===== src/common/stt_pkg.sv =====
// Constants for the supervisory timeout timer: register map, fields, timing.
// Assumes a 20 MHz system clock and one configuration register.
package stt_pkg;
	// Register offset of the watchdog configuration register
	localparam logic [7:0] STT_CFG_OFFSET = 8'h17;
	// Field positions inside the configuration register
	localparam int STT_RSVD_HI = 7;
	localparam int STT_RSVD_LO = 6;
	localparam int STT_PER_HI = 5;
	localparam int STT_PER_LO = 4;
	localparam int STT_ACTION_BIT = 3;
	localparam int STT_FEED_BIT = 2;
	localparam int STT_ON_BIT = 1;
	localparam int STT_GUARD_BIT = 0;
	// Reset values of the software fields
	localparam logic [1:0] STT_PER_RESET = 2'h3;
	localparam logic STT_ACTION_RESET = 1'b0;
	// Timeout interval for each period code, in seconds
	localparam logic [7:0] STT_SEC_CODE0 = 8'h10;
	localparam logic [7:0] STT_SEC_CODE1 = 8'h20;
	localparam logic [7:0] STT_SEC_CODE2 = 8'h40;
	localparam logic [7:0] STT_SEC_CODE3 = 8'h80;
	// One second tick derived from the system clock
	localparam int STT_CLK_HZ = 20000000;
	localparam int STT_TICK_S = 1;
	localparam int STT_TICK_CYCLES = STT_CLK_HZ * STT_TICK_S;
	localparam int STT_TICK_W = 25;
	// Expiry action encodings
	localparam logic STT_ACT_POWER_OFF = 1'b0;
	localparam logic STT_ACT_POWER_RESET = 1'b1;
endpackage


===== src/rtl/stt_watchdog.sv =====
// Supervisory timeout timer with its configuration register.
// Assumes a simple synchronous register port driven by the serial
// interface logic, and factory settings presented as steady levels.
`timescale 1ns/1ns

// How it works
// - Period code selects 16, 32, 64 or 128 s
// - Changing period code reloads the countdown one cycle after the write
// - Expiry powers off, or resets when action set
// - Software feeds before timeout; feed reloads fully
// - Writing zero to feed changes nothing
// - Enabled timer counts and expires; disabled idles
// - Guard set: enable cannot be cleared, only set
// - Guard is read-only, loaded from factory setting
// - Reserved bits written zero; read as zero
module stt_watchdog import stt_pkg::*; #(
	parameter int TICK_CYCLES = STT_TICK_CYCLES
) (
	input wire logic sys_clk_in,
	input wire logic reset_in,
	input wire logic [7:0] reg_addr_in,
	input wire logic reg_wr_in,
	input wire logic [7:0] reg_wdata_in,
	input wire logic otp_timer_on_in,
	input wire logic otp_disable_guard_in,
	output logic [7:0] reg_rdata_out,
	output logic power_off_out,
	output logic power_reset_out
);

	////////////////////////////////////////////////////////////////////
	// Helpers

	// Timeout interval in seconds for a period code
	function automatic logic [7:0] timeout_interval(input logic [1:0] sel);
		unique case (sel)
			2'h0: timeout_interval = STT_SEC_CODE0;
			2'h1: timeout_interval = STT_SEC_CODE1;
			2'h2: timeout_interval = STT_SEC_CODE2;
			2'h3: timeout_interval = STT_SEC_CODE3;
		endcase
	endfunction

	localparam logic [STT_TICK_W-1:0] TICK_LAST =
		STT_TICK_W'(TICK_CYCLES - 1);

	////////////////////////////////////////////////////////////////////
	// Register state

	logic [1:0] timeout_period_sel_ff; // Period code
	logic expire_action_sel_ff; // Action on expiry
	logic timer_on_ff; // Timer enable
	logic disable_guard_ff; // Factory guard, read only
	logic feed_strobe_ff; // One-cycle feed request
	logic per_change_ff; // One-cycle period change request
	logic [7:0] sec_left_ff; // Seconds remaining
	logic [STT_TICK_W-1:0] tick_cnt_ff; // Sub-second prescaler
	logic [7:0] reg_rdata_ff;
	logic power_off_ff;
	logic power_reset_ff;

	logic cfg_wr; // Write hits the configuration register
	logic nxt_timer_on;
	logic tick; // Last cycle of a second
	logic expire; // Countdown ends this cycle

	assign cfg_wr = reg_wr_in && (reg_addr_in == STT_CFG_OFFSET);
	assign tick = (tick_cnt_ff == TICK_LAST);
	assign expire = timer_on_ff && tick && (sec_left_ff == 8'h01);

	// Guard only blocks clearing the enable, setting always works
	always_comb begin
		if (disable_guard_ff) begin
			nxt_timer_on = timer_on_ff | reg_wdata_in[STT_ON_BIT];
		end else begin
			nxt_timer_on = reg_wdata_in[STT_ON_BIT];
		end
	end

	////////////////////////////////////////////////////////////////////
	// Configuration register writes

	// Reserved bits are not stored; software is expected to write zero
	always_ff @(posedge sys_clk_in) begin
		if (reset_in) begin
			timeout_period_sel_ff <= STT_PER_RESET;
			expire_action_sel_ff <= STT_ACTION_RESET;
		end else if (cfg_wr) begin
			timeout_period_sel_ff <= reg_wdata_in[STT_PER_HI:STT_PER_LO];
			expire_action_sel_ff <= reg_wdata_in[STT_ACTION_BIT];
		end
	end

	// Enable and guard come from factory levels, sampled during reset
	always_ff @(posedge sys_clk_in) begin
		if (reset_in) begin
			timer_on_ff <= otp_timer_on_in;
			disable_guard_ff <= otp_disable_guard_in;
		end else if (cfg_wr) begin
			timer_on_ff <= nxt_timer_on;
		end
	end

	// Feed and period change become one-cycle requests
	always_ff @(posedge sys_clk_in) begin
		if (reset_in) begin
			feed_strobe_ff <= 1'b0;
			per_change_ff <= 1'b0;
		end else begin
			// A written zero raises no request
			feed_strobe_ff <= cfg_wr && reg_wdata_in[STT_FEED_BIT];
			per_change_ff <= cfg_wr && (reg_wdata_in[STT_PER_HI:STT_PER_LO]
				!= timeout_period_sel_ff);
		end
	end

	////////////////////////////////////////////////////////////////////
	// Countdown

	// Prescaler makes the one-second tick; restarts on any reload
	always_ff @(posedge sys_clk_in) begin
		if (reset_in || !timer_on_ff || feed_strobe_ff || per_change_ff) begin
			tick_cnt_ff <= '0;
		end else if (tick) begin
			tick_cnt_ff <= '0;
		end else begin
			tick_cnt_ff <= tick_cnt_ff + 1'b1;
		end
	end

	// Seconds counter; a reload wins over a tick in the same cycle
	always_ff @(posedge sys_clk_in) begin
		if (reset_in) begin
			sec_left_ff <= timeout_interval(STT_PER_RESET);
		end else if (!timer_on_ff) begin
			sec_left_ff <= timeout_interval(timeout_period_sel_ff);
		end else if (feed_strobe_ff || per_change_ff) begin
			sec_left_ff <= timeout_interval(timeout_period_sel_ff);
		end else if (expire) begin
			// Restart so a power reset leaves a running supervisor
			sec_left_ff <= timeout_interval(timeout_period_sel_ff);
		end else if (tick) begin
			sec_left_ff <= sec_left_ff - 8'h01;
		end
	end

	// Expiry action pulses, one cycle each
	always_ff @(posedge sys_clk_in) begin
		if (reset_in) begin
			power_off_ff <= 1'b0;
			power_reset_ff <= 1'b0;
		end else begin
			power_off_ff <= expire &&
				(expire_action_sel_ff == STT_ACT_POWER_OFF);
			power_reset_ff <= expire &&
				(expire_action_sel_ff == STT_ACT_POWER_RESET);
		end
	end

	////////////////////////////////////////////////////////////////////
	// Read back

	// Registered read, one cycle after the address; other offsets read 0
	always_ff @(posedge sys_clk_in) begin
		if (reset_in) begin
			reg_rdata_ff <= 8'h00;
		end else if (reg_addr_in == STT_CFG_OFFSET) begin
			// Feed always reads zero since it is a strobe
			reg_rdata_ff <= {2'h0, timeout_period_sel_ff,
				expire_action_sel_ff, 1'b0, timer_on_ff, disable_guard_ff};
		end else begin
			reg_rdata_ff <= 8'h00;
		end
	end

	assign reg_rdata_out = reg_rdata_ff;
	assign power_off_out = power_off_ff;
	assign power_reset_out = power_reset_ff;

	////////////////////////////////////////////////////////////////////
	// Checks

	AST_PERIOD_RELOAD: assert property (@(posedge sys_clk_in)
		disable iff (reset_in)
		cfg_wr && reg_wdata_in[STT_ON_BIT] && !reg_wdata_in[STT_FEED_BIT]
		&& (reg_wdata_in[STT_PER_HI:STT_PER_LO] != timeout_period_sel_ff)
		|=> ##1 sec_left_ff == timeout_interval(
			$past(reg_wdata_in[STT_PER_HI:STT_PER_LO], 2)))
		else $error("period change did not reload countdown");

	AST_PERIOD_MAP: assert property (@(posedge sys_clk_in)
		disable iff (reset_in)
		!timer_on_ff && !cfg_wr |=> sec_left_ff == (8'h10 <<
			$past(timeout_period_sel_ff)))
		else $error("timeout interval does not match period code");

	AST_FEED_RELOAD: assert property (@(posedge sys_clk_in)
		disable iff (reset_in)
		// Period seen at the reload edge; a write there may move it after
		feed_strobe_ff && timer_on_ff |=>
		sec_left_ff == timeout_interval($past(timeout_period_sel_ff))
		&& tick_cnt_ff == '0)
		else $error("feed did not reload full timeout");

	AST_FEED_ZERO: assert property (@(posedge sys_clk_in)
		disable iff (reset_in)
		timer_on_ff && !feed_strobe_ff && !per_change_ff && !tick
		|=> $stable(sec_left_ff))
		else $error("countdown moved without a tick");

	AST_OFF_ACTION: assert property (@(posedge sys_clk_in)
		disable iff (reset_in)
		expire && !expire_action_sel_ff |=> power_off_out && !power_reset_out)
		else $error("expiry with action 0 did not power off");

	AST_RESET_ACTION: assert property (@(posedge sys_clk_in)
		disable iff (reset_in)
		expire && expire_action_sel_ff |=> power_reset_out && !power_off_out)
		else $error("expiry with action 1 did not power reset");

	AST_GUARD_HOLD: assert property (@(posedge sys_clk_in)
		disable iff (reset_in)
		disable_guard_ff && timer_on_ff |=> timer_on_ff)
		else $error("guarded enable was cleared");

	AST_GUARD_FIXED: assert property (@(posedge sys_clk_in)
		disable iff (reset_in)
		##1 $stable(disable_guard_ff))
		else $error("guard bit changed after reset");

	AST_FEED_READS_ZERO: assert property (@(posedge sys_clk_in)
		disable iff (reset_in)
		// Without a fresh write the strobe must drop; feed never reads 1
		feed_strobe_ff && !cfg_wr |=> !feed_strobe_ff
		&& !reg_rdata_out[STT_FEED_BIT])
		else $error("feed strobe did not clear");

	AST_IDLE_NO_ACTION: assert property (@(posedge sys_clk_in)
		disable iff (reset_in)
		!timer_on_ff |=> !power_off_out && !power_reset_out)
		else $error("disabled timer produced an expiry");

	AST_RSVD_ZERO: assert property (@(posedge sys_clk_in)
		disable iff (reset_in)
		reg_rdata_out[7:6] == 2'h0)
		else $error("reserved bits read nonzero");

endmodule


===== config.mk =====
export PLATFORM = sky130hd
export DESIGN_NAME = stt_watchdog
export DESIGN_NICKNAME = d
export VERILOG_FILES = /design/src/common/stt_pkg.sv /design/src/rtl/stt_watchdog.sv
export SDC_FILE = /design/constraint.sdc
export NUM_CORES = 1
export LEC_CHECK = 0
export BUFFER_PORTS_ARGS = -buffer_cell sky130_fd_sc_hd__buf_2
export CORE_MARGIN = 4
export CORE_UTILIZATION = 50
export DETAILED_ROUTE_END_ITERATION = 8
export GPL_TIMING_DRIVEN = 1
export PLACE_DENSITY = 0.73
export SYNTH_ARGS = -nofsm -noshare
export SYNTH_HDL_FRONTEND = slang
export SYNTH_SLANG_ARGS = --single-unit

===== constraint.sdc =====
create_clock -name sys_clk_in -period 3 [get_ports sys_clk_in]
set_input_delay 0.15 -clock sys_clk_in [delete_from_list [all_inputs] [get_ports sys_clk_in]]
set_output_delay 0.15 -clock sys_clk_in [all_outputs]
set_load 0.02 [all_outputs]

**Word level (Yosys, flattened, before mapping)**

Cells that the tools add are included.

- Add/subtract/negate cells: 2
- Equality and inequality tests: 8
- Multiplexer cells: 8
- Bitwise logic cells: 3
- Reductions and logical operators: 16

Operators with widths:

| kind | count |
|---|---|
| two-way mux 8 bit | 4 |
| case mux 8 bit (4 select lines) | 1 |
| adder 25 x 1 -> 25 bit, second input constant | 1 |
| equality test 25 bit, second input constant | 1 |
| equality test 8 x 1 -> 1 bit, second input constant | 1 |
| equality test 8 x 5 -> 1 bit, second input constant | 1 |
| subtractor 8 x 1 -> 8 bit, second input constant | 1 |
| logical AND 1 bit | 7 |
| equality test 2 bit, second input constant | 2 |
| logical OR 1 bit | 4 |
| != test 4 x 1 -> 1 bit, second input constant | 1 |
| OR reduction 2 bit | 2 |
| two-way mux 1 bit | 3 |
| equality test 2 x 1 -> 1 bit, second input constant | 1 |
| logical NOT 2 bit | 1 |
| != test 2 bit | 1 |
| inverter 1 bit | 2 |
| nonzero test 2 bit | 1 |
| logical NOT 1 bit | 1 |
| bitwise OR 1 bit | 1 |

- Register bits after elaboration: 50
- Input port bits: 21

**Logic depth before layout (Yosys ltp)**

- Depth in word-level cells: 6
- Mapped depth: 9

**Worst setup path before layout**

Ideal clock, no wire load.

- Path kind: register to register
- From: register tick_cnt_ff[0]
- To: register tick_cnt_ff[18]
- Library setup time: 117 ps
- Arrival time: 1735 ps
- Data required time: 2883 ps
- Slack: 1148 ps
- Stages on the path, launching flop included: 10
- Period minus slack after synthesis: 1852 ps
- Path through: dfxtp_1 ha_1 and4_4 nand3_4 or2_0 buf_6 nand2b_1 buf_2 buf_2 nor2_1

- Longest elaborated chain between the ends: 2
- Elaborated cells on any way between the ends: 3

RTL lines:

| element | RTL line | source |
|---|---|---|
| start, declared | stt_watchdog.sv:57 | `logic [STT_TICK_W-1:0] tick_cnt_ff;` |
| start signal, assigned | stt_watchdog.sv:127 | `tick_cnt_ff <= tick_cnt_ff + 1'b1;` |
| parallel branches: the longest is 2 deep, another holds adder 25 x 1 -> 25 bit | n/a |  |

Several ways; the timed one is not identified.
A chain may end at the register's enable or synchronous reset.

**Worst setup path in the final report**

- From: register tick_cnt_ff[0]
- To: register sec_left_ff[1]

- Longest elaborated chain between the ends: 6
- Elaborated cells on any way between the ends: 7

RTL lines:

| element | RTL line | source |
|---|---|---|
| equality test 25 bit * | stt_watchdog.sv:68 | `assign tick = (tick_cnt_ff == TICK_LAST);` |
| logical AND 1 bit (2 in series) | stt_watchdog.sv:69 | `assign expire = timer_on_ff && tick && (sec_left_ff == 8'h01);` |
| two-way mux 8 bit | stt_watchdog.sv:139 | `end else if (expire) begin` |
| two-way mux 8 bit | stt_watchdog.sv:137 | `end else if (feed_strobe_ff \|\| per_change_ff) begin` |
| two-way mux 8 bit | stt_watchdog.sv:135 | `end else if (!timer_on_ff) begin` |
| end signal, assigned | stt_watchdog.sv:136 | `sec_left_ff <= timeout_interval(timeout_period_sel_ff);` |
| end signal, assigned | stt_watchdog.sv:138 | `sec_left_ff <= timeout_interval(timeout_period_sel_ff);` |
| end signal, assigned | stt_watchdog.sv:141 | `sec_left_ff <= timeout_interval(timeout_period_sel_ff);` |
| end, declared | stt_watchdog.sv:56 | `logic [7:0] sec_left_ff;` |

Mark *: on every way between the ends. The rest lies on a longest branch, timed or not.

==> impl_metrics.py <==
metrics = {
    "routing": {
        "drt_pass1_iterations": 4,
        "top_layer": "met4",
        "wl_per_cell_um": 12.58,
        "antenna_left": 0,
        "totalWireLength_mm": 4.038,
        "drc_errors": 0,
        "via_per_inst": 5.414,
        "wl_met3_um": 221,
        "wirelength_met1_mm": 2.005,
        "wl_met2_mm": 1.763,
        "drt_iter0_markers": 96,
        "vias": 1738,
    },
    "synthesis": {
        "synthArstFlopShare_pct": 0,
        "synth_cells": 247,
        "synth-seq-cells": 47,
        "synthesis.area_mm2": 0.002225,
        "synth_edf_count": 2,
        "synth_ff_type": "dfxtp_1",
        "ys.warnings.count": 0,
        "yosys.area.top_type": "dfxtp_1",
        "synth_seq_area_share_pct": 43.19,
        "synth_area_leaders": "dfxtp_1 (40%), nor2_1 (6.4%), xnor2_1 (5.9%), xor2_1 (3.9%), nand2_1 (3.2%)",
        "synth_top_area_share_pct": 40.49,
        "synth.distinct_cells": 48,
        "synth_area_per_cell_um2": 9.007,
    },
    "final_layout": {
        "area_delta_synth_final_pct": 9.618,
        "multiInputGateArea_mm2": 0.001176,
        "drive_above_1_share_pct": 15.13,
        "fin_util_pct": 58.85,
        "final_cells": 321,
        "fillers": 387,
        "antenna_cells": 0,
        "final_nets": 294,
        "fin_area_mm2": 0.002439,
        "seqCellArea_um2": 960.9,
    },
    "pwr": {
        "power.total_mw": 1.074,
        "leakagePower_nw": 0.8948,
        "power_density_mw_per_mm2": 440.3,
        "power.switching_mw": 0.2475,
        "p_int_mw": 0.8261,
        "sw_frac_of_total_pct": 23.05,
        "pwr-share-seq_pct": 59.8,
        "combPwrFrac_pct": 5.1,
        "peakVddDrop_v": 0.0002744,
        "p_clk_share_pct": 35.1,
    },
    "timing": {
        "skew_ps": 8.465,
        "setup_viol": 0,
        "layout_worst_path_cycle_share_pct": 70.31,
        "max_freq_mhz": 474.1,
        "hold_viol_final": 0,
        "worstMarginPinSlew_ps": 939.3,
        "finalMaxSlewViolations": 0,
        "tns_ps": 0,
        "rsz0062_at_grt": "false",
        "max_slew_margin_pct": 36.90,
        "layout_min_cycle_time_ps": 2109,
    },
    "grt": {
        "grt_pass1_wl_mm": 7.251,
        "antenna_found_initial": 0,
        "grt_usage_pct": 16.62,
        "grt_pass1_vias": 1640,
        "grt_max_degree": 26,
        "grt_overflow_total": 0,
    },
    "clock_tree": {
        "cts_max_level": 2,
        "ctsResizeCount": 0,
        "ctsRootBufferMaster": "clkbuf_8",
        "cts_tree": "yes",
        "clockBufferDepth": 2,
        "clkTransAtPathRegs_ps": 90,
        "cts_sinks": 47,
        "ctsHoldBuffers": 0,
        "clk_latency_ps": 300,
        "cts_made_buffers": 5,
        "postCtsSetupBuffers": 0,
    },
    "job": {
        "drv_cap": 0,
    },
    "floorplanning": {
        "die_w_um": 74.70,
        "initial_utilization_pct": 53.68,
        "chipHeight_um": 74.70,
        "core_mm2": 0.004144,
        "core.rowCount": 23,
        "design.die.area_mm2": 0.005580,
        "ioPinCount": 31,
    },
    "placed_design": {
        "hpwl_mm": 2.922,
        "routabilityCongestion": 0.8314,
        "dpl_cell_area_mm2": 0.002350,
        "portBuffers": 24,
        "dp.cells": 313,
    },
    "hold_path": {
        "hp-class": "in2reg",
    },
    "setup_path": {
        "arrival_ps": 2340,
        "cp_max_fo": 10,
        "crit_type": "reg2reg",
        "critPathLaunchType": "flop",
        "required_ps": 3230,
        "end_kind": "flop",
    },
    "status": {
        "status": "complete, no violations",
    },
}
## metrics by stage
stage	setup slack, ps	hold WS [ps]
after floorplan	1148	226.7
after global placement	908.1	326.5
after detailed placement	892.0	336.4
after CTS	868.1	22.46
after global routing	699.2	15.76
final	890.6	31.30
## power by group through the flow
| stage | Combinational, mW | Clock (mW) | Sequential (mW) |
|---|---|---|---|
| 4_1_cts | 0.0551 | 0.388 | 0.642 |
| 3_3_place_gp | 0.0541 | 0 | 0.656 |
| 6_report | 0.0550 | 0.377 | 0.642 |
| 5_1_grt | 0.0627 | 0.415 | 0.644 |
| 2_1_floorplan | 0.0399 | 0 | 0.655 |
| 3_5_place_dp | 0.0548 | 0 | 0.656 |
## synth_stat cells (3+ instances only)
cell type and n:
a21oi_1 4, and2_1 6, and3_1 7, and4_1 6
buf_2 4, buf_4 3, dfxtp_1 45, ha_1 3
inv_1 6, nand2_1 19, nand2b_1 4, nand3_1 11
nand4_1 11, nor2_1 38, nor3_1 11, nor4_1 4
xnor2_1 15, xor2_1 10
## worst max-delay path, cell delays in order (launching register included)
cell     delay (ps)
dfxtp_1         370
ha_1            220
and4_4          280
nand3_4         140
or2_0           460
or3_1           440
a21oi_2         130
## registers in the layout, summed over array words and instances (netlist names)
register	count
tick_cnt_ff	25
timeout_period_sel_ff	2
reg_rdata_out	5
power_off_out	1
feed_strobe_ff	1
expire_action_sel_ff	1
per_change_ff	1
power_reset_out	1
disable_guard_ff	1
timer_on_ff	1
sec_left_ff	8
## per-layer routing
layer  vias up  global-route usage [%]
met2        43                   25.76
met5         -                       0
met1       779                   22.31
li1        911                       -
met4         0                   6.126
met3         5                   4.406
## cell families (layout without fill, tap and decap cells)
kind of cell | count (synthesis) | after routing | share of synthesized area [%]
mux | 1 | 1 | 0.4500
compound gates | 20 | 20 | 6.468
simple gates | 133 | 133 | 33.91
buf+inv | 17 | 39 | 4.274
flops | 47 | 47 | 43.19
fa+ha+maj | 3 | 3 | 1.687
xor+xnor | 25 | 25 | 9.843
other cells | 1 | 3 | 0.1686
## cells in the final DEF (no fill, tap or decap), types with 5 or more instances in the layout
cell       n
nand2_1   19
xor2_1    10
and3_1     7
nor3_1    11
and2_1     6
and4_1     6
buf_2     24
dfxtp_1   45
nor2_1    38
clkbuf_8   5
xnor2_1   15
nand4_1   11
nand3_1   11
inv_1      6
## final timing paths
path,start,end,slack [ps],cells after the start
setup / recovery,tick_cnt_ff[0],sec_left_ff[1],890,6
hold reg to reg,tick_cnt_ff[0],tick_cnt_ff[0],470,1
setup reg to reg,tick_cnt_ff[0],sec_left_ff[1],890,6
hold / removal,otp_disable_guard_in,disable_guard_ff,30,1
## final cells by class
cell class | count | area share, %
Clock buffer | 6 | 2.976
Timing Repair Buffer | 25 | 5.233
Tap cell | 50 | 2.565
Clock inverter | 2 | 0.6670
Sequential cell | 47 | 39.40
Multi-Input combinational cell | 185 | 48.23
Inverter | 6 | 0.9236
Power figures use the tool's default switching activity.
